[config.mk]
export PLATFORM = sky130hd
export DESIGN_NAME = rmsc_top
export DESIGN_NICKNAME = d
export VERILOG_FILES = /design/src/rmsc_sync.v /design/src/rmsc_top.v
export VERILOG_INCLUDE_DIRS = /design/src /design/src/common
export SDC_FILE = /design/constraint.sdc
export NUM_CORES = 1
export LEC_CHECK = 0
export BUFFER_PORTS_ARGS = -buffer_cell sky130_fd_sc_hd__buf_2
export CAP_MARGIN = 20
export CORE_ASPECT_RATIO = 1.75
export CORE_MARGIN = 5
export CORE_UTILIZATION = 49
export DETAILED_ROUTE_END_ITERATION = 10
export MAX_ROUTING_LAYER = met4
export PLACE_DENSITY = 0.7
export SYNTH_ARGS = -nofsm -noshare
export SYNTH_HDL_FRONTEND = slang
export SYNTH_SLANG_ARGS = --single-unit
[constraint.sdc]
create_clock -name clk_sys -period 8.5 [get_ports clk_sys]
set_input_delay 0.85 -clock clk_sys [delete_from_list [all_inputs] [get_ports clk_sys]]
set_output_delay 0.85 -clock clk_sys [all_outputs]
set_load 0.005 [all_outputs]
[src/common/rmsc_map.vh]
// Register map, field positions, reset values and timing constants of the mode select control
`ifndef RMSC_MAP_VH
`define RMSC_MAP_VH

// Register byte offsets
`define RMSC_ADDR_STATUS 8'h00
`define RMSC_ADDR_CLEAR 8'h04
`define RMSC_ADDR_ENABLE 8'h08
`define RMSC_ADDR_STATE 8'h0C
`define RMSC_ADDR_CONTROL 8'h10
`define RMSC_ADDR_EDGES 8'h14

// Event bits of status, clear and enable
`define RMSC_EV_W 4
`define RMSC_EV_IMPAIR 0
`define RMSC_EV_RECOVER 1
`define RMSC_EV_FREQ_CHG 2
`define RMSC_EV_REF_SWITCH 3

// Fields of the state register
`define RMSC_ST_MODE 0
`define RMSC_ST_REF 1
`define RMSC_ST_IMPAIR 2
`define RMSC_ST_FREERUN 3
`define RMSC_ST_FCFG_LO 4
`define RMSC_ST_FCFG_HI 5
`define RMSC_ST_FLIVE_LO 6
`define RMSC_ST_FLIVE_HI 7

// Fields and reset value of the control register, reset value of the enable register
`define RMSC_CTL_MON_EN 0
`define RMSC_CTL_RESET 1'h1
`define RMSC_EN_RESET 4'h0

// Frequency select codes, upper select first
`define RMSC_FSEL_19M44 2'h0
`define RMSC_FSEL_8K 2'h1
`define RMSC_FSEL_1M544 2'h2
`define RMSC_FSEL_2M048 2'h3

// Expected reference falling edges in one 125 us frame
`define RMSC_EXP_19M44 12'h97E
`define RMSC_EXP_8K 12'h001
`define RMSC_EXP_1M544 12'h0C1
`define RMSC_EXP_2M048 12'h100
`define RMSC_EDGE_TOL 2

// Timing: clock rate, frame period, pulse width, DS2 rate
`define RMSC_CLK_KHZ 250000
`define RMSC_FRAME_NS 125000
`define RMSC_PULSE_NS 122
`define RMSC_DS2_KHZ 6312
// Cycles after reset release before the pin synchronisers hold pin levels
`define RMSC_SYNC_FILL 2'h2

`endif

[src/rmsc_sync.v]
// Two flip-flop synchroniser for asynchronous pin inputs
`timescale 1ns/100ps
module rmsc_sync #(
	parameter W = 1
) (
	input wire clk_sys,
	input wire rst_n,
	input wire [W-1:0] async_in,
	output wire [W-1:0] sync_out
);
	reg [W-1:0] stage1;
	reg [W-1:0] stage2;

	// First stage feeds only the second stage; both clear low at reset
	always @(posedge clk_sys) begin
		if (!rst_n) begin
			stage1 <= {W{1'b0}};
			stage2 <= {W{1'b0}};
		end else begin
			stage1 <= async_in;
			stage2 <= stage1;
		end
	end

	assign sync_out = stage2;
endmodule // rmsc_sync

[src/rmsc_top.v]
// Mode and reference select control with frame pulse, DS2 clock and impairment monitor
//
// Contract
// Normal or freerun chosen from op_state_select, captured at frame pulse rise.
// Captured ref_source_select low picks primary, high picks secondary reference.
// Undriven ref_source_select reads low, so primary is the default.
// Two frequency selects choose one of four reference rates for both inputs.
// Codes: 00 19.44 MHz, 01 8 kHz, 10 1.544 MHz, 11 2.048 MHz.
// Controller resets the device after any frequency select change.
// Impairment flag high while the monitor has forced freerun itself.
// DS2 clock output at 6.312 MHz from the common synthesized timing.
// Frame pulse active high about 122 ns, every 125 us, at frame start.
// Controller holds mode and reference selects stable around frame pulse rise.
//
// Added by the designer: the plain strobed port and the register offsets.
`timescale 1ns/100ps
`include "rmsc_map.vh"
module rmsc_top #(
	parameter FRAME_CYC = (`RMSC_FRAME_NS * (`RMSC_CLK_KHZ / 1000)) / 1000,
	parameter CNT_W = 15,
	parameter EDGE_W = 12,
	parameter EDGE_TOL = `RMSC_EDGE_TOL
) (
	input wire clk_sys,
	input wire rst_n,
	input wire op_state_select,
	input wire ref_source_select,
	input wire freq_select_lo,
	input wire freq_select_hi,
	input wire primary_ref_in,
	input wire secondary_ref_in,
	input wire [7:0] bus_addr,
	input wire [31:0] bus_wdata,
	input wire bus_wr,
	input wire bus_rd,
	output reg [31:0] bus_rdata,
	output wire irq,
	output reg frame_pulse_8k,
	output reg ds2_clock_out,
	output reg impairment_freerun_flag,
	output reg freerun_active,
	output reg selected_ref_out
);
	// Pulse width rounded down to whole cycles, at least one
	localparam PULSE_RAW = (`RMSC_PULSE_NS * (`RMSC_CLK_KHZ / 1000)) / 1000;
	localparam PULSE_CYC = (PULSE_RAW < 1) ? 1 : PULSE_RAW;
	localparam [CNT_W-1:0] FRAME_LAST = FRAME_CYC[CNT_W-1:0] - 1'b1;
	localparam [CNT_W-1:0] PULSE_LAST = PULSE_CYC[CNT_W-1:0] - 1'b1;
	// Phase increment of the DS2 accumulator
	localparam [63:0] DS2_INC64 = (64'd`RMSC_DS2_KHZ << 32) / 64'd`RMSC_CLK_KHZ;
	localparam [31:0] DS2_INC = DS2_INC64[31:0];
	localparam [EDGE_W-1:0] EDGE_MAX = {EDGE_W{1'b1}};
	localparam [EDGE_W-1:0] TOL = EDGE_TOL[EDGE_W-1:0];

	// Expected falling edges per frame for a frequency code
	function [EDGE_W-1:0] rmsc_expect;
		input [1:0] code;
		begin
			case (code)
				`RMSC_FSEL_19M44: rmsc_expect = `RMSC_EXP_19M44;
				`RMSC_FSEL_8K: rmsc_expect = `RMSC_EXP_8K;
				`RMSC_FSEL_1M544: rmsc_expect = `RMSC_EXP_1M544;
				default: rmsc_expect = `RMSC_EXP_2M048;
			endcase
		end
	endfunction

	////////////////////////////////////////////////////////////////////////////////
	// Pin synchronisers

	wire [5:0] pins_sync;
	wire mode_s;
	wire ref_source_select_s;
	wire [1:0] freq_live;
	wire pri_s;
	wire sec_s;

	rmsc_sync #(
		.W(6)
	) u_pin_sync (
		.clk_sys(clk_sys),
		.rst_n(rst_n),
		.async_in({freq_select_hi, freq_select_lo, ref_source_select, op_state_select,
			secondary_ref_in, primary_ref_in}),
		.sync_out(pins_sync)
	);

	assign pri_s = pins_sync[0];
	assign sec_s = pins_sync[1];
	assign mode_s = pins_sync[2];
	assign ref_source_select_s = pins_sync[3];
	assign freq_live = pins_sync[5:4];

	////////////////////////////////////////////////////////////////////////////////
	// Frame timing and select capture

	reg [CNT_W-1:0] frm_cnt;
	reg mode_cap;
	reg ref_cap;
	reg ref_switched;
	wire frame_edge;

	// Last cycle of a frame: pulse rises and selects are gated in on this edge
	assign frame_edge = (frm_cnt == FRAME_LAST);

	always @(posedge clk_sys) begin
		if (!rst_n) begin
			frm_cnt <= {CNT_W{1'b0}};
			frame_pulse_8k <= 1'b0;
			mode_cap <= 1'b0;
			ref_cap <= 1'b0;
			ref_switched <= 1'b0;
		end else begin
			ref_switched <= 1'b0;
			if (frame_edge) begin
				frm_cnt <= {CNT_W{1'b0}};
				frame_pulse_8k <= 1'b1;
				mode_cap <= mode_s;
				ref_cap <= ref_source_select_s;
				ref_switched <= (ref_source_select_s != ref_cap);
			end else begin
				frm_cnt <= frm_cnt + 1'b1;
				if (frm_cnt == PULSE_LAST)
					frame_pulse_8k <= 1'b0;
			end
		end
	end

	////////////////////////////////////////////////////////////////////////////////
	// Frequency configuration, caught once the synchronisers refill after reset

	reg [1:0] freq_cfg;
	reg [1:0] cfg_wait;
	reg cfg_done;
	wire freq_chg;

	// The synchronisers clear during reset, so latching at once would catch zeros
	always @(posedge clk_sys) begin
		if (!rst_n) begin
			freq_cfg <= `RMSC_FSEL_19M44;
			cfg_done <= 1'b0;
			cfg_wait <= 2'h0;
		end else if (!cfg_done) begin
			cfg_wait <= cfg_wait + 1'b1;
			if (cfg_wait == `RMSC_SYNC_FILL) begin
				freq_cfg <= freq_live;
				cfg_done <= 1'b1;
			end
		end
	end

	// Live selects differing from the latched setting call for a reset
	assign freq_chg = cfg_done && (freq_live != freq_cfg);

	////////////////////////////////////////////////////////////////////////////////
	// Reference mux and input impairment monitor

	reg ref_prev;
	reg [EDGE_W-1:0] edge_cnt;
	reg [EDGE_W-1:0] edge_last;
	reg impaired;
	reg mon_en;
	wire ref_sel;
	wire ref_fall;
	wire [EDGE_W-1:0] exp_cnt;
	wire [EDGE_W-1:0] dev;
	wire window_bad;

	assign ref_sel = ref_cap ? sec_s : pri_s;
	assign ref_fall = ref_prev & ~ref_sel;
	assign exp_cnt = rmsc_expect(freq_cfg);
	assign dev = (edge_cnt > exp_cnt) ? (edge_cnt - exp_cnt) : (exp_cnt - edge_cnt);
	assign window_bad = (dev > TOL);

	// Count falling edges per frame and judge each window at the frame edge
	always @(posedge clk_sys) begin
		if (!rst_n) begin
			ref_prev <= 1'b0;
			edge_cnt <= {EDGE_W{1'b0}};
			edge_last <= {EDGE_W{1'b0}};
			impaired <= 1'b0;
		end else begin
			ref_prev <= ref_sel;
			if (frame_edge) begin
				edge_cnt <= {EDGE_W{1'b0}};
				edge_last <= edge_cnt;
				// ref_switched is low again by the next frame edge, so a window after a reference switch is judged too
				if (!mon_en)
					impaired <= 1'b0;
				else if (!ref_switched)
					impaired <= window_bad;
			end else if (ref_fall && edge_cnt != EDGE_MAX) begin
				edge_cnt <= edge_cnt + 1'b1;
			end
		end
	end

	// Mode outputs: monitor forces freerun on its own
	always @(posedge clk_sys) begin
		if (!rst_n) begin
			impairment_freerun_flag <= 1'b0;
			freerun_active <= 1'b0;
			selected_ref_out <= 1'b0;
		end else begin
			impairment_freerun_flag <= impaired;
			freerun_active <= mode_cap | impaired;
			selected_ref_out <= ref_sel;
		end
	end

	////////////////////////////////////////////////////////////////////////////////
	// DS2 clock from a phase accumulator on the common clock

	reg [31:0] ds2_acc;

	always @(posedge clk_sys) begin
		if (!rst_n) begin
			ds2_acc <= 32'h00000000;
			ds2_clock_out <= 1'b0;
		end else begin
			ds2_acc <= ds2_acc + DS2_INC;
			ds2_clock_out <= ds2_acc[31];
		end
	end

	////////////////////////////////////////////////////////////////////////////////
	// Events, sticky status and interrupt

	reg [`RMSC_EV_W-1:0] status;
	reg [`RMSC_EV_W-1:0] irq_en;
	reg impaired_d;
	reg freq_chg_d;
	wire [`RMSC_EV_W-1:0] events;
	wire [`RMSC_EV_W-1:0] clr_mask;
	wire wr_clr;

	assign events[`RMSC_EV_IMPAIR] = impaired & ~impaired_d;
	assign events[`RMSC_EV_RECOVER] = ~impaired & impaired_d;
	assign events[`RMSC_EV_FREQ_CHG] = freq_chg & ~freq_chg_d;
	assign events[`RMSC_EV_REF_SWITCH] = ref_switched;
	assign wr_clr = bus_wr && (bus_addr == `RMSC_ADDR_CLEAR);
	assign clr_mask = wr_clr ? bus_wdata[`RMSC_EV_W-1:0] : {`RMSC_EV_W{1'b0}};

	// A new event wins over a clear in the same cycle
	always @(posedge clk_sys) begin
		if (!rst_n) begin
			status <= {`RMSC_EV_W{1'b0}};
			impaired_d <= 1'b0;
			freq_chg_d <= 1'b0;
		end else begin
			status <= (status & ~clr_mask) | events;
			impaired_d <= impaired;
			freq_chg_d <= freq_chg;
		end
	end

	assign irq = |(status & irq_en);

	////////////////////////////////////////////////////////////////////////////////
	// Register port: writes in one cycle, read data the cycle after

	reg [31:0] next_rdata;

	always @(posedge clk_sys) begin
		if (!rst_n) begin
			irq_en <= `RMSC_EN_RESET;
			mon_en <= `RMSC_CTL_RESET;
		end else if (bus_wr) begin
			if (bus_addr == `RMSC_ADDR_ENABLE)
				irq_en <= bus_wdata[`RMSC_EV_W-1:0];
			if (bus_addr == `RMSC_ADDR_CONTROL)
				mon_en <= bus_wdata[`RMSC_CTL_MON_EN];
		end
	end

	// Read mux; unmapped and write-only offsets read zero
	always @* begin
		next_rdata = 32'h00000000;
		case (bus_addr)
			`RMSC_ADDR_STATUS: next_rdata[`RMSC_EV_W-1:0] = status;
			`RMSC_ADDR_ENABLE: next_rdata[`RMSC_EV_W-1:0] = irq_en;
			`RMSC_ADDR_CONTROL: next_rdata[`RMSC_CTL_MON_EN] = mon_en;
			`RMSC_ADDR_EDGES: next_rdata[EDGE_W-1:0] = edge_last;
			`RMSC_ADDR_STATE: begin
				next_rdata[`RMSC_ST_MODE] = mode_cap;
				next_rdata[`RMSC_ST_REF] = ref_cap;
				next_rdata[`RMSC_ST_IMPAIR] = impaired;
				next_rdata[`RMSC_ST_FREERUN] = mode_cap | impaired;
				next_rdata[`RMSC_ST_FCFG_HI:`RMSC_ST_FCFG_LO] = freq_cfg;
				next_rdata[`RMSC_ST_FLIVE_HI:`RMSC_ST_FLIVE_LO] = freq_live;
			end
			default: next_rdata = 32'h00000000;
		endcase
	end

	// Read data stands only in the cycle after the strobe
	always @(posedge clk_sys) begin
		if (!rst_n)
			bus_rdata <= 32'h00000000;
		else if (bus_rd)
			bus_rdata <= next_rdata;
		else
			bus_rdata <= 32'h00000000;
	end
endmodule // rmsc_top

==> impl_metrics.yaml <==
route:
  route.detailed.wl_per_inst_um: 14.6
  routed_via_density: 5.29
  drt_wl_total_um: 13300
  detail_route.iter0.violations: 240
  route.vias.total: 4812
  drc: 0
  drt_first_pass_iters: 4
  drt.antenna.violating_nets: 0
power_and_ir_drop:
  p_per_area_nw_per_um2: 229
  power_report.internal_total_mw: 1.19
  max-vdd-ir-drop_mv: 0.194
  seq_power_share_pct: 40.6
  combinationalPowerShare_pct: 12.4
  clock_power_share_pct: 47.0
  netSwitchingPower_mw: 0.381
  sw_share_pct: 24.2
  leakage_nw: 2.87
min_path:
  timing.hold.worst_path_depth: 1
  worstHoldPathType: "flip-flop to flip-flop"
synthesis:
  netlist_instances: 701
  synth.cell_area_um2: 6050
  synth_seq_cells: 118
  post_synth_num_cell_types: 64
  yosysSeqAreaShare_pct: 39.0
  synth_enable_flop_cells: 0
  proportion_of_netlist_area_held_by_the_largest_area_contributor_pct: 39.0
  syn_avg_cell_area_um2: 8.64
  postSynth.topFlopCell: "sky130_fd_sc_hd__dfxtp_1"
  cells_taking_the_most_area_after_synthesis: "sky130_fd_sc_hd__dfxtp_1, sky130_fd_sc_hd__ha_1, sky130_fd_sc_hd__and2_1, sky130_fd_sc_hd__nor2_1, sky130_fd_sc_hd__nor2b_1"
  postSynth.asyncResetShare_pct: 0
  synth.yosys.warnings: 0
  library_cell_with_the_largest_summed_area_after_synthesis: "sky130_fd_sc_hd__dfxtp_1"
layout:
  nets_finish: 806
  area.growth.synth_to_final_pct: 13.8
  final_layout_size_suffix_gt1_share_pct: 10.6
  fillers: 1113
  number_of_antenna_cells_inserted: 0
clock_tree:
  cts_tree: "built"
  numClockSinks: 118
  clock_tree.root_cell: "sky130_fd_sc_hd__clkbuf_16"
  cts_repair_resize_count: 0
  clock_tree.htree_level_count: 4
  clockBufferDepth: 2
  clk_transition_reported_paths_ns: 0.06
  cts_hold_buffers: 0
  cts_made_buffers: 17
  postCtsSetupBuffers: 0
  clk_latency_ns: 0.41
global_routing:
  global_route.overflow_total: 0
  grt_start_max_net_pins: 85
  grt_first_pass_wirelength_um: 22600
  groute.usage.overall_pct: 19.8
  antenna_found_initial: 0
  grt_pass1_vias: 4956
floorplanning:
  ioPinCount: 88
  number_of_standard_cell_rows_in_the_floorplan: 53
  chipHeight_um: 157
  design.die.area_um2: 14800
  chipWidth_um: 94.0
  starting_density_of_the_core_pct: 50.2
  core_area_um2: 12100
sta:
  finalMaxSlewViolations: 0
  clock_skew_after_layout_ns: 0.00699
  tightestPinTransition_ns: 0.906
  timing.fmax_mhz: 292
  layout_min_cycle_time_ns: 3.42
  worst_slew_margin_relative_to_its_limit_pct: 38.8
  setup_violations: 0
  finalSetupTns_ns: 0
  fin_hold_ws_ns: 0.423
  hold_viol: 0
  fin_crit_sh_pct: 40.3
  setup_repair_after_global_routing_missed_its_margin: "false"
worst_setup_path:
  worstSetupPathType: "flip-flop to flip-flop"
  required_time_at_the_worst_slack_endpoint_ns: 8.76
  critPathCaptureType: "flip-flop"
  crit_arrival_ns: 3.68
  timing.reg2reg.worst_path_depth: 12
  critical_path_peak_fanout: 12
  critical_path.startpoint_type: "flip-flop"
placement:
  place.detailed.hpwl_um: 9870
  gpl.final_weighted_congestion: 0.900
  placement.io_buffers: 39
outcome:
  result_of_the_run: "completed"
flow_run:
  maxCapViolCount: 0
## synth_stat cells, types with 7 or more instances
cell type                  count
sky130_fd_sc_hd__nand2b_1      8
sky130_fd_sc_hd__inv_1        27
sky130_fd_sc_hd__a21oi_1      43
sky130_fd_sc_hd__clkbuf_1     23
sky130_fd_sc_hd__nor2b_1      36
sky130_fd_sc_hd__ha_1         23
sky130_fd_sc_hd__a22oi_1       7
sky130_fd_sc_hd__xnor2_1      25
sky130_fd_sc_hd__nand4_1       9
sky130_fd_sc_hd__o21a_1        9
sky130_fd_sc_hd__or3_1        10
sky130_fd_sc_hd__buf_4        20
sky130_fd_sc_hd__nand2_1      53
sky130_fd_sc_hd__nand3_1      17
sky130_fd_sc_hd__and3_1        7
sky130_fd_sc_hd__nor3_1       19
sky130_fd_sc_hd__nor2_1       60
sky130_fd_sc_hd__xor2_1       23
sky130_fd_sc_hd__a21boi_0     11
sky130_fd_sc_hd__and2_1       40
sky130_fd_sc_hd__dfxtp_1     118
sky130_fd_sc_hd__mux2i_1      19
sky130_fd_sc_hd__o21ai_0      22
## placed cells by master, fill, tap and decap left out, types with 3 or more instances in the layout
| cell | netlist | final |
|---|---|---|
| sky130_fd_sc_hd__o211ai_1 | 3 | 3 |
| sky130_fd_sc_hd__and3_1 | 7 | 7 |
| sky130_fd_sc_hd__and2_1 | 40 | 40 |
| sky130_fd_sc_hd__o21ai_0 | 22 | 22 |
| sky130_fd_sc_hd__dfxtp_1 | 118 | 118 |
| sky130_fd_sc_hd__conb_1 | 1 | 20 |
| sky130_fd_sc_hd__or3_1 | 10 | 10 |
| sky130_fd_sc_hd__a22oi_1 | 7 | 7 |
| sky130_fd_sc_hd__clkbuf_16 | 0 | 17 |
| sky130_fd_sc_hd__nand3_1 | 17 | 17 |
| sky130_fd_sc_hd__nand2b_1 | 8 | 8 |
| sky130_fd_sc_hd__nor3_1 | 19 | 19 |
| sky130_fd_sc_hd__a21boi_0 | 11 | 11 |
| sky130_fd_sc_hd__a21oi_1 | 43 | 43 |
| sky130_fd_sc_hd__xor2_1 | 23 | 23 |
| sky130_fd_sc_hd__o21a_1 | 9 | 9 |
| sky130_fd_sc_hd__or4_1 | 3 | 3 |
| sky130_fd_sc_hd__a21o_1 | 3 | 3 |
| sky130_fd_sc_hd__mux2i_1 | 19 | 19 |
| sky130_fd_sc_hd__and3b_1 | 5 | 5 |
| sky130_fd_sc_hd__xnor2_1 | 25 | 25 |
| sky130_fd_sc_hd__nor3b_1 | 4 | 4 |
| sky130_fd_sc_hd__nand4_1 | 9 | 9 |
| sky130_fd_sc_hd__ha_1 | 23 | 23 |
| sky130_fd_sc_hd__clkinv_2 | 0 | 4 |
| sky130_fd_sc_hd__nor2b_1 | 36 | 36 |
| sky130_fd_sc_hd__buf_2 | 4 | 39 |
| sky130_fd_sc_hd__mux2_2 | 5 | 5 |
| sky130_fd_sc_hd__bufinv_16 | 0 | 4 |
| sky130_fd_sc_hd__clkbuf_1 | 23 | 4 |
| sky130_fd_sc_hd__inv_1 | 27 | 27 |
| sky130_fd_sc_hd__nand2_1 | 53 | 53 |
| sky130_fd_sc_hd__nor2_1 | 60 | 60 |
## power groups by stage
stage,Combinational [mW],Clock (mW),Sequential (mW)
floorplan,0.162,0,0.639
global placement,0.184,0,0.645
detailed placement,0.193,0,0.650
CTS,0.196,0.755,0.639
global route,0.224,0.786,0.646
finish,0.195,0.740,0.640
## area by class of cell
class / instances / area (µm²) / share of cell area [%]
flip-flops and latches: 118 / 2360 / 34.3
clock buffers: 23 / 468 / 6.79
well taps: 165 / 206 / 3.00
clock inverters: 9 / 149 / 2.16
repair buffers: 41 / 210 / 3.05
inverters: 27 / 101 / 1.47
multi-input cells: 527 / 3390 / 49.2
## state kept, by name (all words and copies together), names as in the netlist, 2 cells and up
name	cells
irq_en	4
status	4
edge_cnt	12
u_pin_sync.sync_out	6
ds2_acc	31
bus_rdata	12
freq_cfg	2
cfg_wait	2
u_pin_sync.stage1	6
edge_last	12
frm_cnt	15
## worst max-delay path: stages (launching register included)
cell and delay [ns]:
sky130_fd_sc_hd__dfxtp_1 0.41, sky130_fd_sc_hd__inv_1 0.15, sky130_fd_sc_hd__ha_1 0.22, sky130_fd_sc_hd__inv_1 0.25
sky130_fd_sc_hd__ha_1 0.44, sky130_fd_sc_hd__a21oi_1 0.21, sky130_fd_sc_hd__o21ai_0 0.10, sky130_fd_sc_hd__a21oi_1 0.41
sky130_fd_sc_hd__a21bo_2 0.32, sky130_fd_sc_hd__mux2i_1 0.27, sky130_fd_sc_hd__xnor2_1 0.15, sky130_fd_sc_hd__and4_1 0.21
sky130_fd_sc_hd__a41oi_1 0.15
## path summary, 6_finish.rpt
path | start | end | slack [ns]
min reg2reg | u_pin_sync.stage1[0] | u_pin_sync.sync_out[0] | 0.42
max | freq_cfg[0] | impaired | 5.08
max reg2reg | freq_cfg[0] | impaired | 5.08
min | u_pin_sync.stage1[0] | u_pin_sync.sync_out[0] | 0.42
## cells by family after synthesis
logic type | Yosys count | synth area share, %
AO/OA/AOI/OAI | 127 | 13.9
other | 1 | 0.0619
buffers and inverters | 75 | 6.10
flip-flops | 118 | 39.0
AND/OR/NAND/NOR | 284 | 24.8
XOR/XNOR | 48 | 6.94
multiplexers | 24 | 4.07
adder cells (fa/ha/maj) | 24 | 5.08
## per-layer routing
layer  GRT usage (%)  up-vias  part of all wire, %
met4            9.30        0                  3.4
met2            36.8       75                   56
li1                -     2425                    -
met3            5.16       29                  2.4
met1            18.6     2283                   38
met5               -        -                    0
## stage by stage
| stage | std cells | setup WS [ns] | cell area, µm² | util (%) | power [mW] |
|---|---|---|---|---|---|
| 2_1_floorplan | 720 | 5.58 | 6120 | - | 0.801 |
| 3_3_place_gp | 878 | 5.13 | 6270 | 52.0 | 0.829 |
| 3_5_place_dp | 878 | 5.10 | 6270 | 52.0 | 0.842 |
| 4_1_cts | 910 | 5.09 | 6890 | 57.1 | 1.59 |
| 5_1_grt | 910 | 4.86 | 6890 | 57.1 | 1.66 |
| 6_report | 910 | 5.08 | 6890 | 57.1 | 1.58 |
Note: power is estimated with default switching activity, not from simulation.
